### src/core/lsesq_pkg.sv
package lsesq_pkg;

    // ------------------------------------------------------------------
    // Timing
    // ------------------------------------------------------------------
    localparam int unsigned CLK_HZ        = 40_000_000;
    localparam int unsigned ARM_DELAY_S   = 5;
    localparam longint      ARM_CYCLES    = longint'(ARM_DELAY_S) * longint'(CLK_HZ);

    // ------------------------------------------------------------------
    // Register map (byte addresses)
    // ------------------------------------------------------------------
    localparam logic [7:0] ADDR_CTRL      = 8'h00;
    localparam logic [7:0] ADDR_STATUS    = 8'h04;
    localparam logic [7:0] ADDR_IRQ_STAT  = 8'h08;
    localparam logic [7:0] ADDR_IRQ_MASK  = 8'h0c;

    // CTRL fields
    localparam int CTRL_INHIBIT_BIT = 0;
    localparam logic [31:0] CTRL_RESET    = 32'h0000_0000;

    // Interrupt bits
    localparam int IRQ_W              = 4;
    localparam int IRQ_OVERTEMP       = 0;
    localparam int IRQ_ILK_OPEN       = 1;
    localparam int IRQ_ILK_CLOSE      = 2;
    localparam int IRQ_LASE_ON        = 3;
    localparam logic [IRQ_W-1:0] IRQ_RESET = 4'h0;

    // STATUS field positions
    localparam int ST_ILK       = 0;
    localparam int ST_READY     = 1;
    localparam int ST_LASE      = 2;
    localparam int ST_SHUTTER   = 3;
    localparam int ST_RFPOWER   = 4;
    localparam int ST_OVERTEMP  = 5;
    localparam int ST_RSTREQ    = 6;
    localparam int ST_W         = 7;

    // ------------------------------------------------------------------
    // Carriers
    // ------------------------------------------------------------------
    typedef struct packed {
        logic interlock;
        logic shutterReq;
        logic resetReq;
        logic overTemp;
        logic pwmCmd;
        logic tickle;
    } lsesq_pins_t;

    localparam int PIN_W = $bits(lsesq_pins_t);

    typedef struct packed {
        logic [7:0]  paddr;
        logic        psel;
        logic        penable;
        logic        pwrite;
        logic [31:0] pwdata;
    } lsesq_apb_req_t;

    typedef enum logic [2:0] {
        SEQ_IDLE  = 3'b001,
        SEQ_COUNT = 3'b010,
        SEQ_ARMED = 3'b100
    } lsesq_seq_t;

endpackage

### src/core/lsesq_sequencer.sv
`timescale 1ns/10ps
// Function
// RULE1: Power-up: ready at once, RF power after delay
// RULE2: PWM passes only with shutter, interlock, ready
// RULE3: Over-temperature latches until power cycle
// RULE4: Interlock fault unlatched; re-arms after delay
// RULE5: Reset/start request inhibits RF and lasing
// RULE6: Request release powers RF, starts countdown
// RULE7: Ready output tracks ready state
// RULE8: Lasing waits delay after ready output closes
// RULE9: Lasing only while shutter open
// RULE10: Shutter opens on request only when ready
// RULE11: Shutter closed passes tickle pulses only
// RULE12: Shutter output equals request and ready
// RULE13: RF power needs interlock closed and ready
// RULE14: Interlock closes: lamp, ready, power, tickle later
// RULE15: Interlock opens: cut power, red, not ready
// RULE16: Interlock-open output mirrors open circuit
// RULE17: Not ready removes all RF power
// RULE18: Sync inputs; dropped condition restarts countdown
module lsesq_sequencer
#(
    parameter longint ArmCycles = lsesq_pkg::ARM_CYCLES
)
(
    input  wire logic                    clock,
    input  wire logic                    nrst,
    input  wire lsesq_pkg::lsesq_pins_t  pinsIn,
    input  wire logic [7:0]              paddr,
    input  wire logic                    psel,
    input  wire logic                    penable,
    input  wire logic                    pwrite,
    input  wire logic [31:0]             pwdata,
    output logic [31:0]                  prdata,
    output logic                         pready,
    output logic                         pslverr,
    output logic                         rfPowerEn,
    output logic                         rfDrive,
    output logic                         readyLamp,
    output logic                         readyOut,
    output logic                         shutterOpen,
    output logic                         shutter_lamp,
    output logic                         shutterOut,
    output logic                         interlockLampGreen,
    output logic                         interlockOpenOut,
    output logic                         irq
);
    import lsesq_pkg::*;

    localparam int CW = $clog2(ArmCycles + 1);

    initial
    begin
        if (ArmCycles < 1 || ArmCycles > 64'h0000_0000_ffff_ffff)
            $error("ArmCycles out of range");
    end

    // ------------------------------------------------------------------
    // Input synchroniser
    // ------------------------------------------------------------------
    lsesq_pins_t sync1_q;
    lsesq_pins_t sync2_q;
    lsesq_pins_t sync3_q;
    lsesq_pins_t pins_q;

    always_ff @(posedge clock or negedge nrst)
    begin
        if (!nrst)
            sync1_q <= '0;
        else
            sync1_q <= pinsIn;                                   // [RULE18]
    end

    always_ff @(posedge clock or negedge nrst)
    begin
        if (!nrst)
            sync2_q <= '0;
        else
            sync2_q <= sync1_q;
    end

    always_ff @(posedge clock or negedge nrst)
    begin
        if (!nrst)
            sync3_q <= '0;
        else
            sync3_q <= sync2_q;
    end

    // A level only changes once the second and third stages agree
    always_ff @(posedge clock or negedge nrst)
    begin
        if (!nrst)
            pins_q <= '0;
        else
            pins_q <= lsesq_pins_t'((sync2_q & sync3_q) | (pins_q & (sync2_q | sync3_q)));
    end

    // ------------------------------------------------------------------
    // Registers and enable state
    // ------------------------------------------------------------------
    logic [31:0]      ctrl_q;
    logic [IRQ_W-1:0] irqStat_q;
    logic [IRQ_W-1:0] irqMask_q;
    logic             overTemp_q;
    logic             bootDone_q;
    logic             ilkPrev_q;
    logic             lasePrev_q;
    logic [CW-1:0]    count_q;
    lsesq_seq_t       seq_q;
    lsesq_seq_t       seq_d;

    wire ilkClosed  = pins_q.interlock;
    wire inhibit    = pins_q.resetReq | ctrl_q[CTRL_INHIBIT_BIT];
    wire readyCond  = ilkClosed & ~inhibit & ~overTemp_q;           // [RULE3] [RULE5] [RULE15]
    wire countDone  = (count_q == CW'(ArmCycles - 1));
    wire laseEn     = (seq_q == SEQ_ARMED);                         // [RULE8]
    wire rfPowerD   = readyCond & (bootDone_q | laseEn);            // [RULE1] [RULE13] [RULE17]
    wire shutterD   = pins_q.shutterReq & readyCond;                // [RULE10] [RULE12]
    wire driveLase  = rfPowerD & laseEn & shutterD & pins_q.pwmCmd; // [RULE2] [RULE9]
    wire driveTick  = rfPowerD & laseEn & ~shutterD & pins_q.tickle; // [RULE11] [RULE14]

    always_comb
    begin
        seq_d = seq_q;
        unique case (seq_q)
            SEQ_IDLE:  if (readyCond) seq_d = SEQ_COUNT;             // [RULE4] [RULE6]
            SEQ_COUNT: if (!readyCond) seq_d = SEQ_IDLE;             // [RULE18]
                       else if (countDone) seq_d = SEQ_ARMED;
            SEQ_ARMED: if (!readyCond) seq_d = SEQ_IDLE;             // [RULE15]
            default:   seq_d = SEQ_IDLE;
        endcase
    end

    always_ff @(posedge clock or negedge nrst)
    begin
        if (!nrst)
            seq_q <= SEQ_IDLE;
        else
            seq_q <= seq_d;
    end

    // Countdown restarts from zero whenever the state leaves SEQ_COUNT
    always_ff @(posedge clock or negedge nrst)
    begin
        if (!nrst)
            count_q <= '0;
        else
            count_q <= (seq_q == SEQ_COUNT && seq_d == SEQ_COUNT) ? count_q + 1'b1 : '0;
    end

    always_ff @(posedge clock or negedge nrst)
    begin
        if (!nrst)
            overTemp_q <= 1'b0;
        else
            overTemp_q <= overTemp_q | pins_q.overTemp;              // [RULE3]
    end

    always_ff @(posedge clock or negedge nrst)
    begin
        if (!nrst)
            bootDone_q <= 1'b0;
        else
            bootDone_q <= bootDone_q | laseEn;                       // [RULE1]
    end

    always_ff @(posedge clock or negedge nrst)
    begin
        if (!nrst)
            ilkPrev_q <= 1'b0;
        else
            ilkPrev_q <= ilkClosed;
    end

    always_ff @(posedge clock or negedge nrst)
    begin
        if (!nrst)
            lasePrev_q <= 1'b0;
        else
            lasePrev_q <= laseEn;
    end

    // ------------------------------------------------------------------
    // Pin outputs
    // ------------------------------------------------------------------
    always_ff @(posedge clock or negedge nrst)
    begin
        if (!nrst)
        begin
            rfPowerEn <= 1'b0;
        end
        else
        begin
            rfPowerEn <= rfPowerD;                                   // [RULE13] [RULE17]
        end
    end

    always_ff @(posedge clock or negedge nrst)
    begin
        if (!nrst)
        begin
            rfDrive <= 1'b0;
        end
        else
        begin
            rfDrive <= driveLase | driveTick;                        // [RULE2] [RULE11]
        end
    end

    always_ff @(posedge clock or negedge nrst)
    begin
        if (!nrst)
        begin
            readyLamp <= 1'b0;
        end
        else
        begin
            readyLamp <= readyCond;                                  // [RULE1] [RULE4]
        end
    end

    always_ff @(posedge clock or negedge nrst)
    begin
        if (!nrst)
        begin
            readyOut <= 1'b0;
        end
        else
        begin
            readyOut <= readyCond;                                   // [RULE7]
        end
    end

    always_ff @(posedge clock or negedge nrst)
    begin
        if (!nrst)
        begin
            shutterOpen <= 1'b0;
        end
        else
        begin
            shutterOpen <= shutterD;                                 // [RULE9]
        end
    end

    always_ff @(posedge clock or negedge nrst)
    begin
        if (!nrst)
        begin
            shutter_lamp <= 1'b0;
        end
        else
        begin
            shutter_lamp <= shutterD;                                // [RULE10]
        end
    end

    always_ff @(posedge clock or negedge nrst)
    begin
        if (!nrst)
        begin
            shutterOut <= 1'b0;
        end
        else
        begin
            shutterOut <= shutterD;                                  // [RULE12]
        end
    end

    always_ff @(posedge clock or negedge nrst)
    begin
        if (!nrst)
        begin
            interlockLampGreen <= 1'b0;
        end
        else
        begin
            interlockLampGreen <= ilkClosed;                         // [RULE14] [RULE15]
        end
    end

    always_ff @(posedge clock or negedge nrst)
    begin
        if (!nrst)
        begin
            interlockOpenOut <= 1'b0;
        end
        else
        begin
            interlockOpenOut <= ~ilkClosed;                          // [RULE16]
        end
    end

    // ------------------------------------------------------------------
    // APB slave and interrupts
    // ------------------------------------------------------------------
    wire accessCyc = psel & penable & ~pready;
    wire doneCyc   = psel & penable & pready;
    wire hitCtrl   = (paddr == ADDR_CTRL);
    wire hitStat   = (paddr == ADDR_STATUS);
    wire hitIrqS   = (paddr == ADDR_IRQ_STAT);
    wire hitIrqM   = (paddr == ADDR_IRQ_MASK);
    wire mapped    = hitCtrl | hitStat | hitIrqS | hitIrqM;
    wire wrEn      = doneCyc & pwrite & ~pslverr;

    wire [ST_W-1:0] status = {inhibit, overTemp_q, rfPowerD, shutterD, laseEn,
                              readyCond, ilkClosed};

    wire [IRQ_W-1:0] irqEvents = {laseEn & ~lasePrev_q,
                                  ilkClosed & ~ilkPrev_q,
                                  ~ilkClosed & ilkPrev_q,
                                  pins_q.overTemp & ~overTemp_q};

    wire [IRQ_W-1:0] irqClr  = (wrEn && hitIrqS) ? pwdata[IRQ_W-1:0] : '0;
    wire [IRQ_W-1:0] irqNext = (irqStat_q & ~irqClr) | irqEvents;

    wire [31:0] rdMux = hitCtrl ? ctrl_q :
                        hitStat ? {{(32-ST_W){1'b0}}, status} :
                        hitIrqS ? {{(32-IRQ_W){1'b0}}, irqStat_q} :
                        hitIrqM ? {{(32-IRQ_W){1'b0}}, irqMask_q} : 32'h0000_0000;

    // One wait state: pready answers the first access-phase edge
    always_ff @(posedge clock or negedge nrst)
    begin
        if (!nrst)
        begin
            pready <= 1'b0;
        end
        else
        begin
            pready <= accessCyc;
        end
    end

    always_ff @(posedge clock or negedge nrst)
    begin
        if (!nrst)
        begin
            pslverr <= 1'b0;
        end
        else
        begin
            pslverr <= accessCyc & ~mapped;
        end
    end

    always_ff @(posedge clock or negedge nrst)
    begin
        if (!nrst)
        begin
            prdata <= 32'h0000_0000;
        end
        else
        begin
            prdata <= (accessCyc && !pwrite) ? rdMux : 32'h0000_0000;
        end
    end

    always_ff @(posedge clock or negedge nrst)
    begin
        if (!nrst)
            ctrl_q <= CTRL_RESET;
        else if (wrEn && hitCtrl)
            ctrl_q <= {31'h0000_0000, pwdata[CTRL_INHIBIT_BIT]};
    end

    always_ff @(posedge clock or negedge nrst)
    begin
        if (!nrst)
            irqMask_q <= IRQ_RESET;
        else if (wrEn && hitIrqM)
            irqMask_q <= pwdata[IRQ_W-1:0];
    end

    // Event set wins over a write-one clear in the same cycle
    always_ff @(posedge clock or negedge nrst)
    begin
        if (!nrst)
            irqStat_q <= IRQ_RESET;
        else
            irqStat_q <= irqNext;
    end

    always_ff @(posedge clock or negedge nrst)
    begin
        if (!nrst)
        begin
            irq <= 1'b0;
        end
        else
        begin
            irq <= |(irqNext & irqMask_q);
        end
    end

endmodule // lsesq_sequencer

### config.mk
export PLATFORM = sky130hd
export DESIGN_NAME = lsesq_sequencer
export DESIGN_NICKNAME = d
export VERILOG_FILES = /design/src/core/lsesq_pkg.sv /design/src/core/lsesq_sequencer.sv
export SDC_FILE = /design/constraint.sdc
export NUM_CORES = 1
export LEC_CHECK = 0
export BUFFER_PORTS_ARGS = -buffer_cell sky130_fd_sc_hd__buf_4
export CAP_MARGIN = 20
export CORE_UTILIZATION = 35
export CTS_CLUSTER_SIZE = 20
export DETAILED_ROUTE_END_ITERATION = 10
export PLACE_DENSITY = 0.62
export SYNTH_ARGS = -nofsm -noshare
export SYNTH_HDL_FRONTEND = slang
export SYNTH_SLANG_ARGS = --single-unit
### constraint.sdc
create_clock -name clock -period 5.6 [get_ports clock]
set_input_delay 1.12 -clock clock [delete_from_list [all_inputs] [get_ports clock]]
set_output_delay 1.12 -clock clock [all_outputs]
set_load 0.05 [all_outputs]
==> out/summary.txt, run 1 <==
Status = finished, final reports clean
H-Tree Level Count = 3
Final worst clock skew = 0.0117 ns
Hold crit path type = flop to flop
Max Cap Viol = 0
Crit Path Max Fanout = 4
Area growth, synth to finish = 14.5%
Yosys top cell area share = 55.7%
IR drop worst, VDD = 0.102 mV
PortBufs = 41
Critical path data required time = 5.84 ns
GRT Util Overall = 12.4%
Yosys reg bits = 83
DR vias = 2287
Leakage power = 1.94 nW
Worst-skew pair later-pin latency = 0.36 ns
Post-route ant nets = 0
CP endpoint kind = flop
Hold-fix buffers, CTS = 0
Routed WL per cell = 12.4 µm
TritonCTS clock tree = done
Synth cell types = 53
Clock transition at path regs = 0.08 ns
Commonest cells post-synth = dfrtp_1, nor2_1, buf_4
Routed WL = 6220 µm
DR DRC count = 0
Antenna violations before repair = 0
Setup Fix Bufs, Post-CTS = 0
Maximum number of pins on one net before global-route repair = 84
Cell Pwr Density = 268 mW/mm²
Die ar. = 0.0109 mm²
First-pass GRT wire length = 10800 µm
Syn Inst Count = 318
Starting Density = 35.8%
GRT overflow = 0
Die Wd = 105 µm
Fin. Hold Viols = 0
Worst slew pin tran = 0.626 ns
# fillers = 991
Most frequent cell after synthesis = dfrtp_1
Final period utilization = 45.4%
Final Non-Filler Cells = 500
YS warnings = 0
GP Congestion = 0.754
Slew HR = 57.9%
Layout cell share with drive strength beyond 1 = 22.5%
Nets = 411
Post-placement cell count = 483
Num CTS Buffers = 9
Min cycle time layout = 2.54 ns
Routed vias/inst = 4.57
# rows = 37
Synth Flop Type = dfrtp_1
Dominant cell type by area after synthesis = dfrtp_1
CP arrival = 2.78 ns
Clock Path Buffers = 2
Main area contributors after synthesis = dfrtp_1, buf_4, xor2_1
Core area = 0.0103 mm²
Post-cts resize count = 0
Final setup fails = 0
Fraction of registers with async set/reset = 100%
RSZ-0062 raised after global routing = no
DR pass1 iterations = 4
ANT cells = 0
DRT iter0 DRCs = 93
EDFF count, synth = 0
CP startpoint kind = input pin
I/O Pins = 95
Setup tns final = 0 ns
Number of global-route vias before repair = 2242
Fmax = 394 MHz
Slew Viols, Final = 0
Synth Area per Inst = 11.6 µm²
WS Path Type = input pin to flop
Clk root buf = clkbuf_8
Die Height = 105 µm
Seq/Total Area, Yosys = 56.4%
Mapped cell area = 0.00368 mm²
CTS sink count = 83
DP HPWL = 4320 µm
Worst R2R Setup Slack = 3.49 ns
## cell usage in the layout, fill, tap and decap left out, types with 2 or more instances in the layout
master and count:
a21o_1 4, a21oi_1 3, a22oi_1 4, and2_1 4, and3_1 6, and4_1 2
and4bb_1 2, buf_4 41, clkbuf_8 10, conb_1 25, dfrtp_1 82, inv_1 4
inv_6 3, maj3_1 6, mux2_2 7, nand2_1 16, nand3_1 14, nand3_2 2
nand4_1 10, nand4_4 2, nor2_1 40, nor2b_1 6, nor3b_1 3, nor4_1 2
nor4_2 2, o21ai_0 8, or2_2 2, or4_1 3, xnor2_1 5, xor2_1 20
## final timing paths
path	startpoint	end	depth (start not counted)
worst max-delay path	paddr[1]	irqMask_q[3]	6
worst min-delay path	sync1_q[0]	sync2_q[0]	0
worst max register to register	count_q[10]	seq_q[1]	5
worst min register to register	sync1_q[0]	sync2_q[0]	0
max in group asynchronous	nrst	seq_q[0]	2
min in group asynchronous	nrst	prdata[0]	1
## cells by family after synthesis
group | count (synthesis) | share of synthesized area [%]
AOI/OAI and AO/OA | 22 | 3.74
xor gates and xnor gates | 25 | 5.94
adders and majority gates | 7 | 1.97
buffers and inverters | 40 | 7.30
DFF | 83 | 56.4
muxes | 9 | 3.02
other | 1 | 0.102
and+or+nand+nor | 131 | 21.5
## per-layer routing
layer  routed length (µm)  vias up  track usage (%)
met5                    0        -                0
met4                   78        0             4.02
met3                  255        7             3.06
met2                 2800       48             17.9
met1                 3090     1109             18.1
li1                     -     1123                -
## final cells by class
class | instances | area, µm² | share of cell area (%)
timing repair buffer | 42 | 335 | 7.95
clock buffer | 10 | 138 | 3.26
tap | 136 | 170 | 4.04
multi-input combinational | 219 | 1430 | 33.8
sequential | 83 | 2080 | 49.3
clock inverter | 6 | 53.8 | 1.28
inverter | 4 | 15.0 | 0.356
## critical path, cell delays in order
cell	delay [ns]
buf_4	0.11
nor4_2	0.32
nand2_1	0.15
nor4_1	0.40
and3_1	0.33
mux2_2	0.35
## report_power, final
group	total [mW]	internal [mW]	leakage [nW]	switching, mW
clock	0.415	0.182	0.0958	0.233
combinational	0.0938	0.0250	0.771	0.0687
sequential	0.622	0.613	1.08	0.00915
total	1.13	0.820	1.94	0.311
## through the flow
step / util, % / hold slack, ns / instance area (µm²) / worst slack, ns / power (mW)
floorplan: - / 0.331 / 3770 / 3.04 / 0.706
global route: 41.0 / 0.362 / 4220 / 2.94 / 1.18
detailed placement: 38.9 / 0.336 / 4000 / 2.71 / 0.727
CTS: 40.8 / 0.357 / 4190 / 3.09 / 1.14
global placement: 38.9 / 0.332 / 4000 / 2.74 / 0.725
finish: 41.0 / 0.354 / 4220 / 3.06 / 1.13
## registers in the layout, summed over array words and instances, names as in the netlist, 3 cells and up
signal,cells
irqStat_q,4
count_q,28
sync3_q,6
irqMask_q,4
seq_q,3
sync2_q,6
prdata,7
sync1_q,6
pins_q,5
No activity file was read; power rests on OpenSTA's default activity.
==> run 2, diff against run 1 <==
ABC_AREA = 1   (was unset)
PLACE_DENSITY = 0.63   (was 0.62)
clock period = 2.3 ns   (was 5.6 ns; I/O delays follow)
==> run 2 against run 1 <==
Against the previous run: worst hold slack worse by 0.27 ns; die area rose by 5.7%; clock skew grew 0.0022 ns; critical endpoint is now count_q[21]; register-to-register slack got worse by 3.0 ns; flip-flop and latch count unchanged; sequential share of layout area fell by 2.8 points.
==> out/summary.txt, run 2 <==
Post-route ant nets = 0
GRT overflow = 0
Fmax = 562 MHz
DR pass1 iterations = 4
Commonest non-fill, non-tap cells in the layout = nand2_1, dfrtp_1, nor2_1
Commonest cells post-synth = nand2_1, dfrtp_1, nor2_1
ANT cells = 0
Starting Density = 36.0%
Die Wd = 108 µm
Area growth, synth to finish = 14.6%
Mapped cell area = 0.00390 mm²
Setup Fix Bufs, Post-CTS = 0
DR vias = 2788
Dominant cell type by area after synthesis = dfrtp_1
Synth Area per Inst = 9.02 µm²
PortBufs = 41
Hold-fix buffers, CTS = 0
Area occupied by multi-input gates = 0.00150 mm²
Final period utilization = 77.4%
Largest register by flop count = count_q
# fillers = 1087
Max Cap Viol = 0
FF+latch area = 0.00208 mm²
CP startpoint kind = flop
Core area = 0.0108 mm²
Main area contributors after synthesis = dfrtp_1, nand2_1, nor2_1
Die Height = 108 µm
Seq/Total Area, Yosys = 53.3%
Synth Flop Type = dfrtp_1
Slew HR = 64.4%
Reg-to-reg startpoint = count_q[0]
Layout cell share with drive strength beyond 1 = 18.8%
Hold crit path type = input pin to asynchronous set/reset pin
# rows = 38
WS Path Type = flop to flop
DP HPWL = 5380 µm
RSZ-0062 raised after global routing = no
Fraction of registers with async set/reset = 100%
Clock Path Buffers = 2
Clk root buf = clkbuf_8
Crit Path Max Fanout = 25
Final worst clock skew = 0.0139 ns
Fin util = 41.2%
Yosys top cell area share = 52.6%
I/O Pins = 95
YS warnings = 0
TritonCTS clock tree = done
Routed WL = 7300 µm
Worst slew pin tran = 0.533 ns
GRT Util Overall = 13.8%
Routed vias/inst = 4.47
Worst path cell trace = ha_1 -> nand3_2 -> inv_2 -> nand2_4 -> nor2_4 -> nand3_2 -> nand2_4 -> inv_2 -> nand2_1 -> nor2_1
Clock transition at path regs = 0.09 ns
Number of global-route vias before repair = 2764
Worst-case hold slack = 0.0810 ns
CP bufs+invs = 2
Max reg flops = 28
Maximum number of pins on one net before global-route repair = 44
CP endpoint kind = flop
Worst-skew pair later-pin latency = 0.35 ns
Setup tns final = 0 ns
First-pass GRT wire length = 12500 µm
Slowest stage delay, CP = 0.41 ns
DRT iter0 DRCs = 165
Status = finished, final reports clean
Antenna violations before repair = 0
H-Tree Level Count = 3
Num CTS Buffers = 9
Die ar. = 0.0116 mm²
Most frequent cell after synthesis = nand2_1
Routed WL per cell = 11.7 µm
Critical path data required time = 2.54 ns
Yosys reg bits = 83
Post-cts resize count = 0
Nets = 531
Worst Setup SP = count_q[0]
GP Congestion = 0.863
Min cycle time layout = 1.78 ns
Slew Viols, Final = 0
Worst path slowest cell = dfrtp_1
CTS sink count = 83
Final setup fails = 0
Fin. Hold Viols = 0
CP arrival = 2.02 ns
Synth cell types = 29
Syn Inst Count = 432
Cell Pwr Density = 629 mW/mm²
Most common cell after layout, fill and taps aside = nand2_1
IR drop worst, VDD = 0.454 mV
Leakage power = 2.05 nW
EDFF count, synth = 0
Largest regs = count_q (28), prdata (7)
CP delay by family, top = simple AND/OR/NAND/NOR gates
Power Total = 2.81 mW
DR DRC count = 0
## run 2: changes by cell type after synthesis, moves of 7 or more
cell / previous run / this run
nor3_1: 1 / 11
a21oi_1: 3 / 11
xor2_1: 20 / 10
mux2_2: 7 / 0
inv_1: 4 / 43
nand2_1: 16 / 90
nor2_1: 40 / 65
## run 2: final timing paths
check / endpoint / slack, ns / depth (start not counted)
max: count_q[21] / 0.52 / 10
min: prdata[3] / 0.08 / 1
max reg2reg: count_q[21] / 0.52 / 10
min reg2reg: sync2_q[5] / 0.34 / 0
max in group asynchronous: count_q[7] / 1.61 / 2
min in group clock: sync1_q[3] / 0.21 / 1
## run 2: cells by family (layout without fill, tap and decap cells)
| kind of cell | after synthesis | in the layout | synth area share [%] |
|---|---|---|---|
| flops | 83 | 83 | 53.3 |
| fa+ha+maj | 7 | 7 | 1.86 |
| other cells | 1 | 25 | 0.0962 |
| compound gates | 25 | 25 | 3.27 |
| buf+inv | 77 | 105 | 10.5 |
| simple gates | 225 | 225 | 27.8 |
| xor+xnor | 14 | 14 | 3.14 |
## run 2: report_power, final
group,switching (mW),internal (mW),leakage [nW]
logic,0.167,0.0482,0.902
clock network,0.541,0.543,0.108
registers,0.0193,1.49,1.04
## run 2: stage by stage
step / cell area [µm²] / std cells / setup slack, ns
2_1_floorplan: 3990 / 456 / 0.718
3_3_place_gp: 4260 / 608 / 0.494
3_5_place_dp: 4260 / 608 / 0.487
4_1_cts: 4470 / 624 / 0.483
5_1_grt: 4470 / 624 / 0.315
6_report: 4470 / 624 / 0.520
## run 2: per-layer routing
metal | up-vias | routed length (µm) | part of all wire [%] | track usage, %
met5 | - | 0 | 0 | 0
met4 | 0 | 120 | 1.6 | 4.89
met3 | 10 | 360 | 4.9 | 3.45
met2 | 68 | 3420 | 47 | 22.9
met1 | 1302 | 3390 | 46 | 17.5
li1 | 1408 | - | - | -
## run 2: area by class of cell
cell class	instances	share of cell area (%)
Clock inverter	6	1.57
Multi-Input combinational cell	296	33.6
Timing Repair Buffer	42	7.34
Clock buffer	10	3.08
Inverter	47	3.95
Sequential cell	83	46.5
Tap cell	140	3.92
==> run 3, diff against run 2 <==
ABC_AREA = 0   (was 1)
PLACE_DENSITY = 0.64   (was 0.63)
clock period = 1.5 ns   (was 2.3 ns; I/O delays follow)
==> run 3 against run 2 <==
Against the previous run: the flow now finishes with violations (negative setup slack); highest routed layer unchanged; combinational power grew 83%; cell area grew 9.9%; global-route usage grew 0.11 points; via count shrank 5.3%.
==> out/summary.txt, run 3 (synthesis gave the netlist of run 1 again) <==
Largest register by flop count = count_q
RSZ-0062 raised after global routing = yes
Largest regs = count_q (28), prdata (7)
Worst-case hold slack = 0.0437 ns
Area growth, synth to finish = 33.3%
DR vias = 2639
I/O Pins = 95
CP arrival = 2.01 ns
Routed WL per cell = 12.5 µm
Maximum number of pins on one net before global-route repair = 35
Final worst clock skew = 0.0111 ns
Max Cap Viol = 0
Die Height = 105 µm
Final Non-Filler Cells = 568
Worst-skew pair later-pin latency = 0.36 ns
Core area = 0.0103 mm²
Final period utilization = 117%
# fillers = 933
GP Congestion = 0.832
Fin. Hold Viols = 0
Clock Path Buffers = 2
Num CTS Buffers = 9
DP HPWL = 5150 µm
Routed WL = 7120 µm
Post-route ant nets = 0
Post-placement cell count = 545
Status = complete, but fails checks
Most common cell after layout, fill and taps aside = buf_4
Setup tns final = -7.53 ns
Hold crit path type = input pin to flop
Fmax = 567 MHz
Routed vias/inst = 4.65
Final worst slack = -0.262 ns
Worst path cell trace = or4_4 -> nor3_4 -> nand3b_1 -> nand2_2 -> buf_12 -> nor2_1
ANT cells = 0
Die ar. = 0.0109 mm²
Crit Path Max Fanout = 19
GRT Util Overall = 13.9%
GRT overflow = 0
IR drop worst, VDD = 0.337 mV
Critical path data required time = 1.75 ns
Die Wd = 105 µm
Leakage power = 2.33 nW
Worst path slowest cell = or4_4
DR pass1 iterations = 4
# rows = 37
Clock transition at path regs = 0.09 ns
Number of global-route vias before repair = 2577
Min cycle time layout = 1.76 ns
CP endpoint kind = flop
WS Path Type = flop to flop
Failing checks = negative setup slack
H-Tree Level Count = 3
PortBufs = 41
Layout cell share with drive strength beyond 1 = 39.8%
Clk root buf = clkbuf_8
First-pass GRT wire length = 12200 µm
Antenna violations before repair = 0
DR DRC count = 0
TritonCTS clock tree = done
CP startpoint kind = flop
Slowest stage delay, CP = 0.55 ns
CTS sink count = 83
Starting Density = 35.8%
Final setup fails = 35
Cell Pwr Density = 855 mW/mm²
Max reg flops = 28
Slew Viols, Final = 0
DRT iter0 DRCs = 106
Commonest non-fill, non-tap cells in the layout = buf_4, dfrtp_1, nor2_1
Nets = 479
-- run 3: where the power goes --
group / internal (mW) / total (mW) / switching, mW
sequential: 2.29 / 2.32 / 0.0293
combinational: 0.116 / 0.394 / 0.278
clock: 0.627 / 1.49 / 0.860
total: 3.03 / 4.20 / 1.17
-- run 3: critical path, delay by kind of cell, from the launching register on --
family                 cells  cell delay, ns
AND/OR/NAND/NOR            5            1.11
flip-flops                 1            0.38
buffers and inverters      1            0.16
-- run 3: area by class of cell --
type                            instances  area (µm²)  area share (%)
Sequential cell                        83        2080            42.4
Multi-Input combinational cell        219        1570            32.0
Clock buffer                            9         124            2.52
Clock inverter                          7        56.3            1.15
Inverter                                4        17.5           0.357
Timing Repair Buffer                  110         892            18.2
Tap cell                              136         170            3.46
-- run 3: routing by layer --
metal	vias to the layer above	part of all wire [%]	GRT usage, %
li1	1267	-	-
met1	1301	48	19.5
met2	56	47	21.0
met3	15	3.1	2.06
met4	0	2.7	7.24
met5	-	0	0
-- run 3: path summary, 6_finish.rpt --
kind                             startpoint           to  slack (ns)  depth (start not counted)
worst max-delay path            count_q[13]  count_q[23]       -0.26                          6
worst min-delay path              pinsIn[5]   sync1_q[5]        0.04                          1
worst max register to register  count_q[13]  count_q[23]       -0.26                          6
worst min register to register   sync1_q[1]   sync2_q[1]        0.35                          0
max in group asynchronous              nrst    pins_q[3]        0.56                          3
min in group asynchronous              nrst    prdata[0]        0.45                          2
-- run 3: stage by stage --
stage	total power [mW]	util [%]	worst slack, ns	cell area, µm²
floorplan	2.64	-	-0.220	3820
global placement	2.74	44.1	-0.332	4530
detailed placement	2.75	44.1	-0.339	4530
CTS	4.25	46.6	-0.261	4790
global route	4.39	47.8	-0.336	4910
finish	4.20	47.8	-0.262	4910
-- run 3: repair_timing --
item | CTS | global route
hold buffers | 1 | 0
setup buffers | 3 | 3
pin swaps | 10 | 9
endpoints found under the setup margin | 41 | 46
resized for setup | 11 | 26
hold endpoints to repair | 31 | 0
